[src/pkg/omc_pkg.sv]
/*
  package of the operation mode controller: state codes, status field values,
  channel layout and transition latency.
  assumes a 25 MHz system clock.
*/
package omc_pkg;

  localparam int unsigned  OMC_CLK_HZ        = 25_000_000;
  localparam int unsigned  OMC_N_CH          = 8;
  localparam int unsigned  OMC_N_IN          = 2;
  localparam int unsigned  OMC_N_ERR         = 8;

  // mode transition latency, in ns, and the derived cycle count (round up)
  localparam int unsigned  OMC_TRANS_NS      = 200;
  localparam int unsigned  OMC_TRANS_CYC     = (OMC_TRANS_NS * (OMC_CLK_HZ / 1_000_000) + 999) / 1000;
  localparam int unsigned  OMC_TRANS_W       = 8;

  // reported mode field values
  localparam logic [1:0]   OMC_FIELD_SLEEP   = 2'h0;
  localparam logic [1:0]   OMC_FIELD_LIMP    = 2'h1;
  localparam logic [1:0]   OMC_FIELD_ACTIVE  = 2'h2;
  localparam logic [1:0]   OMC_FIELD_IDLE    = 2'h3;

  // channels that direct inputs may drive in limp home
  localparam int unsigned  OMC_LIMP_CH_A     = 2;
  localparam int unsigned  OMC_LIMP_CH_B     = 3;
  localparam logic [7:0]   OMC_LIMP_CH_MASK  = 8'h0C;

  // default route of each direct input
  localparam logic [7:0]   OMC_ROUTE_A_RST   = 8'h04;
  localparam logic [7:0]   OMC_ROUTE_B_RST   = 8'h08;
  localparam logic [7:0]   OMC_OUT_RST       = 8'h00;

  typedef enum logic [1:0] {
    OMC_SLEEP  = 2'b00,
    OMC_IDLE   = 2'b01,
    OMC_ACTIVE = 2'b10,
    OMC_LIMP   = 2'b11
  } omc_state_t;

endpackage

[src/hdl/omc_top.sv]
/*
  operation mode controller: sleep / idle / active / limp home state machine,
  register reset control, write gating, limp home status overrides and the
  channel enable outputs.
  assumes the spi front end and the analog monitors sit outside and exchange
  plain level and pulse signals with this block on sys_clk.
*/
`timescale 1ns/1ps
//////////////////////////////////////////////////////////////////////////////
// Contract
// - exactly four states: sleep, idle, active, limp
// - transitions use only pins and control bits
// - switch-on request wakes into active or limp
// - sleep: channels off, registers held reset
// - idle: channels off, no diagnosis
// - idle with logic supply: registers and spi work
// - idle never clears channel error bits
// - standby high plus request enters active
// - no request, keep-active low: back to idle
// - keep-active high holds active
// - logic undervoltage, inputs low: go idle
// - unrouted high input still enters active
// - standby low, input high: limp, routed channel on
// - limp: reads answered, writes ignored
// - limp: force supply flags, mode field 01
// - first command after limp: transfer error set
// - limp: open-load flags zero, others normal
// - limp: other registers held at default
// - limp: only channels 2 and 3 on
// - power-on from supply and pin levels
// - wake from idle delays turn-on by latency
// - soft reset, standby low, logic uv reset registers
module omc_top
  import omc_pkg::*;
(
  input  wire logic                  sys_clk,
  input  wire logic                  rst,
  input  wire logic                  standby_pin,
  input  wire logic [OMC_N_IN-1:0]   direct_input_pins,
  input  wire logic                  load_supply_ok,
  input  wire logic                  logic_supply_lowpower_ok,
  input  wire logic                  logic_supply_uv,
  input  wire logic                  spi_wr_req,
  input  wire logic [OMC_N_CH-1:0]   spi_wr_out_on,
  input  wire logic                  spi_wr_keep_active,
  input  wire logic                  spi_wr_pwm_a,
  input  wire logic                  spi_wr_pwm_b,
  input  wire logic [OMC_N_CH-1:0]   spi_wr_route_a,
  input  wire logic [OMC_N_CH-1:0]   spi_wr_route_b,
  input  wire logic                  spi_wr_soft_reset,
  input  wire logic                  spi_cmd_done,
  input  wire logic                  supply_uv_raw,
  input  wire logic                  logic_lp_raw,
  input  wire logic                  diag_clear,
  input  wire logic                  openload_on_raw,
  input  wire logic                  openload_off_raw,
  input  wire logic                  transfer_error_raw,
  input  wire logic [OMC_N_ERR-1:0]  channel_error_set,
  input  wire logic [OMC_N_ERR-1:0]  channel_error_clr,
  output logic      [1:0]            mode_field,
  output logic                       power_on,
  output logic      [OMC_N_CH-1:0]   channel_enable,
  output logic                       spi_enable,
  output logic                       spi_write_enable,
  output logic                       diag_enable,
  output logic                       regs_in_reset,
  output logic      [OMC_N_CH-1:0]   output_on_bits,
  output logic                       keep_active_bit,
  output logic                       pwm_gen_a_enable,
  output logic                       pwm_gen_b_enable,
  output logic      [OMC_N_CH-1:0]   input_a_route_reg,
  output logic      [OMC_N_CH-1:0]   input_b_route_reg,
  output logic                       supply_undervoltage_flag,
  output logic                       logic_low_power_flag,
  output logic                       transfer_error_flag,
  output logic                       openload_at_on_flag,
  output logic                       openload_at_off_flag,
  output logic      [OMC_N_ERR-1:0]  channel_error_bits
);

  //////////////////////////////////////////////////////////////////////////////
  // pin synchronisers

  logic [OMC_N_IN+3:0]  pins_s;
  logic                 stby_s;
  logic [OMC_N_IN-1:0]  din_s;
  logic                 lsok_s;
  logic                 llpok_s;
  logic                 luv_s;

  omc_sync #(.W(OMC_N_IN + 4)) u_sync (
    .sys_clk  (sys_clk),
    .rst      (rst),
    .async_in ({logic_supply_uv, logic_supply_lowpower_ok, load_supply_ok,
                standby_pin, direct_input_pins}),
    .sync_out (pins_s)
  );

  assign din_s   = pins_s[OMC_N_IN-1:0];
  assign stby_s  = pins_s[OMC_N_IN];
  assign lsok_s  = pins_s[OMC_N_IN+1];
  assign llpok_s = pins_s[OMC_N_IN+2];
  assign luv_s   = pins_s[OMC_N_IN+3];

  //////////////////////////////////////////////////////////////////////////////
  // functions

  function automatic logic [OMC_N_CH-1:0] route_on(
    input logic [OMC_N_IN-1:0] din,
    input logic [OMC_N_CH-1:0] ra,
    input logic [OMC_N_CH-1:0] rb
  );
    route_on = ({OMC_N_CH{din[0]}} & ra) | ({OMC_N_CH{din[1]}} & rb);
  endfunction

  //////////////////////////////////////////////////////////////////////////////
  // mode decision

  omc_state_t               state_r;
  omc_state_t               state_nxt;
  logic                     any_in;
  logic                     any_req;
  logic                     in_limp;
  logic                     reg_rst;
  logic                     wr_ok;
  logic [OMC_TRANS_W-1:0]   lat_cnt_r;
  logic                     lat_busy;

  assign any_in  = |din_s;
  assign any_req = any_in | (|output_on_bits) | pwm_gen_a_enable
                   | pwm_gen_b_enable;
  assign in_limp = (state_r == OMC_LIMP);

  always_comb begin
    state_nxt = state_r;
    unique case (state_r)
      OMC_SLEEP: begin
        if (stby_s && !luv_s) begin
          state_nxt = OMC_IDLE;
        end
        if (!stby_s && any_in) begin
          state_nxt = OMC_LIMP;
        end else if (stby_s && any_in) begin
          state_nxt = OMC_ACTIVE;
        end
      end
      OMC_IDLE: begin
        if (!stby_s) begin
          state_nxt = any_in ? OMC_LIMP : OMC_SLEEP;
        end else if (any_req) begin
          state_nxt = OMC_ACTIVE;
        end
      end
      OMC_ACTIVE: begin
        if (!stby_s) begin
          state_nxt = any_in ? OMC_LIMP : OMC_SLEEP;
        end else if (luv_s && !any_in) begin
          state_nxt = OMC_IDLE;
        end else if (!keep_active_bit && !any_req) begin
          state_nxt = OMC_IDLE;
        end
        // keep-active set holds active while standby stays high and logic undervoltage is absent
      end
      OMC_LIMP: begin
        if (stby_s) begin
          state_nxt = any_req ? OMC_ACTIVE : OMC_IDLE;
        end else if (!any_in) begin
          state_nxt = OMC_SLEEP;
        end
      end
    endcase
  end

  always_ff @(posedge sys_clk) begin
    if (rst) begin
      state_r <= OMC_SLEEP;
    end else begin
      state_r <= state_nxt;
    end
  end

  // turn-on waits out the latency when leaving sleep or idle
  always_ff @(posedge sys_clk) begin
    if (rst) begin
      lat_cnt_r <= '0;
    end else if ((state_r == OMC_SLEEP || state_r == OMC_IDLE)
                 && (state_nxt == OMC_ACTIVE || state_nxt == OMC_LIMP)) begin
      lat_cnt_r <= OMC_TRANS_W'(OMC_TRANS_CYC);
    end else if (lat_cnt_r != '0) begin
      lat_cnt_r <= lat_cnt_r - 1'b1;
    end
  end

  assign lat_busy = (lat_cnt_r != '0);

  //////////////////////////////////////////////////////////////////////////////
  // register reset and write gating

  // sleep, standby low, logic uv or soft reset return registers to default
  assign reg_rst = (state_r == OMC_SLEEP) || !stby_s || luv_s
                   || (spi_wr_req && spi_wr_soft_reset);
  // writes only in idle/active; limp home is read-only
  assign wr_ok   = spi_wr_req && !in_limp && !reg_rst
                   && (state_r != OMC_SLEEP);

  always_ff @(posedge sys_clk) begin
    if (rst || reg_rst || in_limp) begin
      output_on_bits    <= OMC_OUT_RST;
      keep_active_bit   <= 1'b0;
      pwm_gen_a_enable  <= 1'b0;
      pwm_gen_b_enable  <= 1'b0;
      input_a_route_reg <= OMC_ROUTE_A_RST;
      input_b_route_reg <= OMC_ROUTE_B_RST;
    end else if (wr_ok) begin
      output_on_bits    <= spi_wr_out_on;
      keep_active_bit   <= spi_wr_keep_active;
      pwm_gen_a_enable  <= spi_wr_pwm_a;
      pwm_gen_b_enable  <= spi_wr_pwm_b;
      input_a_route_reg <= spi_wr_route_a;
      input_b_route_reg <= spi_wr_route_b;
    end
  end

  //////////////////////////////////////////////////////////////////////////////
  // status flags

  // error bits survive every register reset; set wins over clear
  always_ff @(posedge sys_clk) begin
    if (rst) begin
      channel_error_bits <= '0;
    end else begin
      channel_error_bits <= (channel_error_bits & ~channel_error_clr)
                            | channel_error_set;
    end
  end

  // supply flags: raw level sets, readout clears, reset clears
  always_ff @(posedge sys_clk) begin
    if (rst || (reg_rst && !in_limp)) begin
      supply_undervoltage_flag <= 1'b0;
      logic_low_power_flag     <= 1'b0;
    end else if (in_limp) begin
      supply_undervoltage_flag <= 1'b1;
      logic_low_power_flag     <= 1'b1;
    end else begin
      supply_undervoltage_flag <= supply_uv_raw
                                  | (supply_undervoltage_flag & ~diag_clear);
      logic_low_power_flag     <= logic_lp_raw
                                  | (logic_low_power_flag & ~diag_clear);
    end
  end

  always_ff @(posedge sys_clk) begin
    if (rst || reg_rst || in_limp || state_r != OMC_ACTIVE) begin
      openload_at_on_flag  <= 1'b0;
      openload_at_off_flag <= 1'b0;
    end else begin
      openload_at_on_flag  <= openload_on_raw
                              | (openload_at_on_flag & ~diag_clear);
      openload_at_off_flag <= openload_off_raw
                              | (openload_at_off_flag & ~diag_clear);
    end
  end

  // first command after limp entry reports a transfer error
  logic limp_first_r;

  always_ff @(posedge sys_clk) begin
    if (rst) begin
      limp_first_r <= 1'b0;
    end else if (!in_limp && state_nxt == OMC_LIMP) begin
      limp_first_r <= 1'b1;
    end else if (spi_cmd_done || !in_limp) begin
      limp_first_r <= 1'b0;
    end
  end

  always_ff @(posedge sys_clk) begin
    if (rst) begin
      transfer_error_flag <= 1'b0;
    end else if (in_limp && limp_first_r) begin
      transfer_error_flag <= 1'b1;
    end else begin
      transfer_error_flag <= transfer_error_raw;
    end
  end

  //////////////////////////////////////////////////////////////////////////////
  // mode outputs

  always_ff @(posedge sys_clk) begin
    if (rst) begin
      mode_field <= OMC_FIELD_SLEEP;
    end else begin
      unique case (state_r)
        OMC_SLEEP:  mode_field <= OMC_FIELD_SLEEP;
        OMC_IDLE:   mode_field <= OMC_FIELD_IDLE;
        OMC_ACTIVE: mode_field <= OMC_FIELD_ACTIVE;
        OMC_LIMP:   mode_field <= OMC_FIELD_LIMP;
      endcase
    end
  end

  always_ff @(posedge sys_clk) begin
    if (rst) begin
      power_on <= 1'b0;
    end else begin
      power_on <= (lsok_s || llpok_s) && (any_in || stby_s);
    end
  end

  always_ff @(posedge sys_clk) begin
    if (rst) begin
      channel_enable <= '0;
    end else if (lat_busy) begin
      channel_enable <= '0;
    end else begin
      unique case (state_r)
        OMC_ACTIVE: channel_enable <= output_on_bits
                      | route_on(din_s, input_a_route_reg, input_b_route_reg);
        OMC_LIMP:   channel_enable <= OMC_LIMP_CH_MASK
                      & route_on(din_s, OMC_ROUTE_A_RST, OMC_ROUTE_B_RST);
        default:    channel_enable <= '0;
      endcase
    end
  end

  always_ff @(posedge sys_clk) begin
    if (rst) begin
      spi_enable       <= 1'b0;
      spi_write_enable <= 1'b0;
      diag_enable      <= 1'b0;
      regs_in_reset    <= 1'b1;
    end else begin
      spi_enable       <= (state_r != OMC_SLEEP) && !luv_s;
      spi_write_enable <= (state_r == OMC_IDLE || state_r == OMC_ACTIVE) && !luv_s;
      diag_enable      <= (state_r == OMC_ACTIVE);
      regs_in_reset    <= reg_rst;
    end
  end

endmodule

[src/hdl/omc_sync.sv]
/*
  two-flop synchroniser for a bundle of level inputs.
  assumes inputs are quasi-static levels from pins.
*/
`timescale 1ns/1ps
module omc_sync #(
  parameter int unsigned W = 1
) (
  input  wire logic          sys_clk,
  input  wire logic          rst,
  input  wire logic [W-1:0]  async_in,
  output logic      [W-1:0]  sync_out
);

  logic [W-1:0]  meta_r;

  always_ff @(posedge sys_clk) begin
    if (rst) begin
      meta_r   <= '0;
      sync_out <= '0;
    end else begin
      meta_r   <= async_in;
      sync_out <= meta_r;
    end
  end

endmodule

[config.mk]
export PLATFORM = sky130hd
export DESIGN_NAME = omc_top
export DESIGN_NICKNAME = d
export VERILOG_FILES = /design/src/pkg/omc_pkg.sv /design/src/hdl/omc_top.sv /design/src/hdl/omc_sync.sv
export SDC_FILE = /design/constraint.sdc
export NUM_CORES = 1
export LEC_CHECK = 0
export CORE_MARGIN = 2
export CORE_UTILIZATION = 55
export CTS_BUF_LIST = sky130_fd_sc_hd__clkbuf_16
export CTS_CLUSTER_SIZE = 16
export DETAILED_ROUTE_END_ITERATION = 6
export DONT_BUFFER_PORTS = 1
export GPL_ROUTABILITY_DRIVEN = 0
export PLACE_DENSITY = 0.7
export SLEW_MARGIN = 30
export SYNTH_ARGS = -nofsm -noshare
export SYNTH_HDL_FRONTEND = slang
export SYNTH_SLANG_ARGS = --single-unit
[constraint.sdc]
create_clock -name sys_clk -period 2.45 [get_ports sys_clk]
set_clock_uncertainty 0.15 [all_clocks]
set_input_delay 0.49 -clock sys_clk [delete_from_list [all_inputs] [get_ports sys_clk]]
set_output_delay 0.49 -clock sys_clk [all_outputs]
set_load 0.05 [all_outputs]
==> results of run 1 <==
## area by class of cell
| class | count | area [sq um] |
|---|---|---|
| clock buffer | 9 | 225 |
| sequential | 78 | 1560 |
| tap | 70 | 87.6 |
| fill | 437 | 1730 |
| timing repair buffer | 18 | 135 |
| clock inverter | 7 | 88.8 |
| multi-input combinational | 232 | 1260 |
| inverter | 14 | 52.6 |
## Yosys cell counts (2+ instances only)
library cell,instances
a211oi_1,2
a21oi_1,46
a221o_1,2
a221oi_1,7
a22oi_1,2
a31oi_1,2
and2b_1,2
and3_1,2
buf_2,3
clkbuf_1,15
dfxtp_1,78
ha_1,5
inv_1,14
nand2_1,59
nand2b_1,2
nand3_1,5
nand4_1,2
nor2_1,36
nor2b_1,17
nor3_1,6
nor4_1,7
o211ai_1,2
o21ai_0,6
o31ai_1,2
or2_2,2
xnor2_1,3
## repair_timing
item | in CTS | in global routing
hold buffers | 0 | 0
endpoints found under the setup margin | 0 | 25
gates resized for setup | 0 | 1
buffers inserted | 0 | 0
hold endpoints to repair | 0 | 0
## worst reg2reg max path: stages (launching register included)
cell and delay (ns):
dfxtp_1 0.30, inv_1 0.08, ha_1 0.18, or4b_4 0.48, or4_1 0.56, nor2_1 0.14
nand2_1 0.17, nor2_1 0.16
## cell usage in the layout (no fill, tap or decap), types with 2 or more instances in the layout
| cell | synthesis | final |
|---|---|---|
| and3_1 | 2 | 2 |
| a31oi_1 | 2 | 2 |
| and2b_1 | 2 | 2 |
| nor3_1 | 6 | 6 |
| clkinv_2 | 0 | 4 |
| o21ai_0 | 6 | 6 |
| a211oi_1 | 2 | 2 |
| o31ai_1 | 2 | 2 |
| inv_1 | 14 | 14 |
| a221oi_1 | 7 | 7 |
| clkbuf_16 | 0 | 9 |
| a21oi_1 | 46 | 46 |
| bufinv_16 | 0 | 2 |
| ha_1 | 5 | 5 |
| nand3_1 | 5 | 5 |
| a221o_1 | 2 | 2 |
| nor2_1 | 36 | 36 |
| nand2b_1 | 2 | 2 |
| o211ai_1 | 2 | 2 |
| nor2b_1 | 17 | 17 |
| nor4_1 | 7 | 7 |
| nand4_1 | 2 | 2 |
| buf_4 | 0 | 18 |
| a22oi_1 | 2 | 2 |
| dfxtp_1 | 78 | 78 |
| nand2_1 | 59 | 59 |
| xnor2_1 | 3 | 3 |
## metal layers
| layer | up-vias | track usage | part of all wire |
|---|---|---|---|
| met1 | 1066 | 0.271 | 0.40 |
| met5 | - | 0 | 0 |
| met3 | 19 | 0.102 | 0.10 |
| met2 | 128 | 0.373 | 0.46 |
| met4 | 0 | 0.100 | 0.027 |
| li1 | 1194 | - | - |
## cell families (layout without fill, tap and decap cells)
group	Yosys count	after routing	synth area share
flip-flops	78	78	0.530
AO/OA/AOI/OAI	78	78	0.164
XOR/XNOR	4	4	0.0119
buffers and inverters	33	48	0.0433
AND/OR/NAND/NOR	145	145	0.230
adder cells (fa/ha/maj)	5	5	0.0212
## power groups by stage
| stage | logic, mW | clock network [mW] | registers (mW) |
|---|---|---|---|
| global route | 0.662 | 1.47 | 1.56 |
| detailed placement | 0.578 | 0 | 1.58 |
| floorplan | 0.474 | 0 | 1.56 |
| finish | 0.586 | 1.40 | 1.55 |
| CTS | 0.586 | 1.41 | 1.55 |
| global placement | 0.565 | 0 | 1.58 |
## worst paths after layout
path,slack [ns],to
max,0.16,channel_enable[7]$_SDFF_PP0_
min,0.08,channel_error_bits[3]$_SDFF_PP0_
max reg2reg,0.16,channel_enable[7]$_SDFF_PP0_
min reg2reg,0.28,u_sync.sync_out[5]$_SDFF_PP0_
## through the flow
step | instances | hold slack [ns] | setup WS [ns]
detailed placement | 412 | 0.275 | 0.175
finish | 428 | 0.0757 | 0.161
global placement | 412 | 0.276 | 0.207
CTS | 428 | 0.0659 | 0.112
global route | 428 | 0.0659 | 0.0311
floorplan | 343 | 0.264 | 0.269
==> flow_metrics.env, run 1 <==
export IMPL_cp_data_arrival_time_ns=2.40
export IMPL_wire_per_inst_um=15.8
export IMPL_switching_share=0.288
export IMPL_synthCells=343
export IMPL_rows=26
export IMPL_clock_latency_ns=0.33
export IMPL_finalCritPeriodShare=0.934
export IMPL_synth_cell_type_count=40
export IMPL_timing_worst_setup_path_type="reg2reg"
export IMPL_p_per_area_nw_per_um2=1040
export IMPL_syn_to_final_growth_pct=15.7
export IMPL_max_clock_freq_mhz=437
export IMPL_die_h_um=77.2
export IMPL_hp_start="rst"
export IMPL_grt_max_degree=45
export IMPL_p_int_mw=2.52
export IMPL_syn_avg_cell_area_sq_um=8.59
export IMPL_fp_dieArea_sq_um=5960
export IMPL_max_slew_margin=0.619
export IMPL_ys_warn_count=0
export IMPL_path_delay_family="simple AND/OR/NAND/NOR gates"
export IMPL_cp_buffers_inverters=1
export IMPL_ant_nets=0
export IMPL_p_seq_frac=0.439
export IMPL_status="finished clean"
export IMPL_ir_drop_v=0.000586
export IMPL_crit_path_start="lat_cnt_r[0]$_SDFFE_PP0P_"
export IMPL_clkTransAtPathRegs_ns=0.06
export IMPL_finalCriticalPeriod_ns=2.29
export IMPL_grt_antenna_before_repair=0
export IMPL_syn_num_nets=408
export IMPL_drtPass1Iterations=6
export IMPL_drive_gt1_frac=0.115
export IMPL_yosys_area_top_type="dfxtp_1"
export IMPL_synth_edf_count=0
export IMPL_finalHoldViolCount=0
export IMPL_nets=418
export IMPL_p_total_mw=3.53
export IMPL_leakage_nw=1.28
export IMPL_dpl_instance_area_sq_um=3100
export IMPL_r2r_cells=7
export IMPL_holdPathStages=1
export IMPL_tns_ns=0
export IMPL_cp_num_cells=7
export IMPL_cts_path_max_buffers=2
export IMPL_power_frac_clock=0.395
export IMPL_cp_max_fo=6
export IMPL_synth_top_area_frac=0.530
export IMPL_rsz0062_at_grt="no"
export IMPL_max_cap_violations=0
export IMPL_crit_chain="inv_1, ha_1, or4b_4, or4_1, nor2_1, nand2_1, nor2_1"
export IMPL_clock_sinks=78
export IMPL_grt_pass1_wl_um=10900
export IMPL_hpwl_um=4640
export IMPL_seq_area_frac_synth=0.530
export IMPL_ys_flop_type="dfxtp_1"
export IMPL_setup_viol=0
export IMPL_netlist_area_sq_um=2950
export IMPL_core_sq_um=5140
export IMPL_slowest_delay_ns=0.56
export IMPL_pwr_share_comb=0.166
export IMPL_maxSlewViolCount=0
export IMPL_stdcell_area_sq_um=3410
export IMPL_cp_data_required_time_ns=2.56
export IMPL_async_flop_share=0
export IMPL_slowest_stage="or4_1"
export IMPL_vias=2407
export IMPL_synthTopCellsByArea="dfxtp_1 (53%), a21oi_1 (7.8%), nand2_1 (7.5%), nor2_1 (4.6%), nor2b_1 (3.6%)"
export IMPL_end_kind="register"
export IMPL_cts_buffers=9
export IMPL_grt_total_usage=0.233
export IMPL_io_pins=115
export IMPL_rr_startpoint="lat_cnt_r[0]$_SDFFE_PP0P_"
export IMPL_drc=0
export IMPL_cts_htree_levels=3
export IMPL_post_route_util=0.664
export IMPL_cpMostUsedCell="nor2_1"
export IMPL_start_util=0.574
export IMPL_drt_iter0_markers=104
export IMPL_diodes=0
export IMPL_start_kind="register"
export IMPL_power_switching_mw=1.02
export IMPL_cts_tree="yes"
export IMPL_numPortBuffers=0
export IMPL_root_buffer="clkbuf_16"
export IMPL_routed_wirelength_um=6760
export IMPL_overflow=0
export IMPL_die_x_um=77.2
export IMPL_grt_pass1_vias=2240
export IMPL_hold_class="in2reg"
export IMPL_worst_pin_slew_ns=0.571
export IMPL_drt_vias_per_instance=5.62
export IMPL_synth_seq_cells=78
No activity file was read; power rests on OpenSTA's default activity.
==> run 2, diff against run 1 <==
==> constraint.sdc (replaced) <==
create_clock -name sys_clk -period 2.4 [get_ports sys_clk]
set_clock_uncertainty 0.15 [all_clocks]
set_input_delay 0.48 -clock sys_clk [delete_from_list [all_inputs] [get_ports sys_clk]]
set_output_delay 0.48 -clock sys_clk [all_outputs]
set_load 0.05 [all_outputs]
==> run 2 against run 1 <==
Routed wire length shrank 2.6%. Critical path depth shrank 1. Sequential power is essentially flat. Critical path type unchanged. Largest cell class unchanged. Highest routed layer unchanged.
==> flow_metrics.env, run 2 (synthesis results as in run 1) <==
export IMPL_p_seq_frac=0.456
export IMPL_core_sq_um=5140
export IMPL_cts_tree="yes"
export IMPL_end_kind="register"
export IMPL_dp_slack_ns=0.125
export IMPL_power_switching_mw=1.00
export IMPL_final_common_cell="dfxtp_1"
export IMPL_clock_sinks=78
export IMPL_numPortBuffers=0
export IMPL_leakage_nw=1.27
export IMPL_p_total_mw=3.47
export IMPL_setup_viol=0
export IMPL_clkTransAtPathRegs_ns=0.06
export IMPL_slowest_stage="nor4_1"
export IMPL_rsz0062_at_grt="no"
export IMPL_cts_resized_gates=0
export IMPL_p_int_mw=2.47
export IMPL_drtPass1Iterations=4
export IMPL_worst_pin_slew_ns=0.567
export IMPL_finalCritPeriodShare=0.922
export IMPL_final_cell_mix="dfxtp_1 (78), nand2_1 (59), a21oi_1 (46), nor2_1 (36), buf_4 (18)"
export IMPL_maxSlewViolCount=0
export IMPL_die_h_um=77.2
export IMPL_hold_buffers=0
export IMPL_finalHoldViolCount=0
export IMPL_grt_total_usage=0.230
export IMPL_rows=26
export IMPL_syn_to_final_growth_pct=15.4
export IMPL_timing_worst_setup_path_type="reg2reg"
export IMPL_overflow=0
export IMPL_drt_vias_per_instance=5.64
export IMPL_grt_pass1_wl_um=10800
export IMPL_clock_latency_ns=0.33
export IMPL_grt_pass1_vias=2352
export IMPL_drive_gt1_frac=0.109
export IMPL_diodes=0
export IMPL_hpwl_um=4730
export IMPL_switching_share=0.288
export IMPL_fp_dieArea_sq_um=5960
export IMPL_vias=2407
export IMPL_cts_buffers=9
export IMPL_hold_class="in2reg"
export IMPL_io_pins=115
export IMPL_ant_nets=0
export IMPL_tns_ns=0
export IMPL_nets=419
export IMPL_p_per_area_nw_per_um2=1020
export IMPL_cp_data_required_time_ns=2.48
export IMPL_cts_htree_levels=3
export IMPL_cts_path_max_buffers=2
export IMPL_finalCriticalPeriod_ns=2.21
export IMPL_max_clock_freq_mhz=452
export IMPL_power_frac_clock=0.367
export IMPL_start_util=0.574
export IMPL_pwr_share_comb=0.177
export IMPL_post_cts_buffers=0
export IMPL_die_x_um=77.2
export IMPL_ir_drop_v=0.000571
export IMPL_status="finished clean"
export IMPL_grt_antenna_before_repair=0
export IMPL_cp_max_fo=6
export IMPL_drt_iter0_markers=128
export IMPL_wire_per_inst_um=15.4
export IMPL_max_cap_violations=0
export IMPL_routed_wirelength_um=6590
export IMPL_fin_ws_ns=0.188
export IMPL_start_kind="register"
export IMPL_grt_max_degree=45
export IMPL_drc=0
export IMPL_crit_chain="nor4_1, nand4_1, o211ai_1, a31oi_1, buf_4, a2111oi_2"
export IMPL_cp_data_arrival_time_ns=2.29
export IMPL_max_slew_margin=0.621
export IMPL_slowest_delay_ns=0.45
export IMPL_root_buffer="clkbuf_16"
==> run 2: changes by cell type in the layout (fill, tap and decap cells not counted), sizes merged <==
cell | previous run | this run
clkinvlp | 0 | 1
bufinv | 2 | 1
buf | 18 | 19
clkinv | 5 | 2
inv | 14 | 15
==> run 2: area by class of cell <==
cell class | count | area [sq um]
sequential | 78 | 1560
fill | 447 | 1740
inverter | 14 | 52.6
clock buffer | 9 | 225
tap | 70 | 87.6
timing repair buffer | 19 | 155
multi-input combinational | 232 | 1260
clock inverter | 5 | 53.8
==> run 2: path summary, 6_finish.rpt <==
path	start	to	slack, ns	cells past startpoint
max	output_on_bits[1]$_SDFFE_PP0P_	lat_cnt_r[1]$_SDFFE_PP0P_	0.19	6
min	rst	channel_error_bits[6]$_SDFF_PP0_	0.07	1
max reg2reg	output_on_bits[1]$_SDFFE_PP0P_	lat_cnt_r[1]$_SDFFE_PP0P_	0.19	6
min reg2reg	u_sync.meta_r[0]$_SDFF_PP0_	u_sync.sync_out[0]$_SDFF_PP0_	0.29	1
==> run 2: metal layers <==
metal	share of wire	GRT usage	vias up
li1	-	-	1187
met1	0.41	0.265	1096
met2	0.47	0.365	107
met3	0.095	0.0941	17
met4	0.029	0.116	0
met5	0	0	-
==> run 2: critical path, delay by kind of cell (launching register included) <==
| kind | cells | cell delay (ns) |
|---|---|---|
| compound gates | 3 | 0.75 |
| simple gates | 2 | 0.72 |
| flops | 1 | 0.32 |
| buf+inv | 1 | 0.18 |
==> run 2: metrics by stage <==
| step | std cells | hold slack (ns) | utilization | cell area [sq um] |
|---|---|---|---|---|
| after global routing | 427 | 0.0589 | 0.662 | 3400 |
| after floorplan | 343 | 0.264 | - | 2950 |
| after global placement | 413 | 0.270 | 0.606 | 3120 |
| after CTS | 427 | 0.0595 | 0.660 | 3390 |
| final | 427 | 0.0710 | 0.662 | 3400 |
| after detailed placement | 413 | 0.275 | 0.606 | 3120 |
==> run 2: power groups by stage <==
stage	Combinational (mW)	Sequential [mW]	Clock (mW)
after CTS	0.604	1.58	1.30
after detailed placement	0.599	1.61	0
after floorplan	0.484	1.59	0
final	0.614	1.58	1.27
after global placement	0.587	1.61	0
after global routing	0.696	1.60	1.35
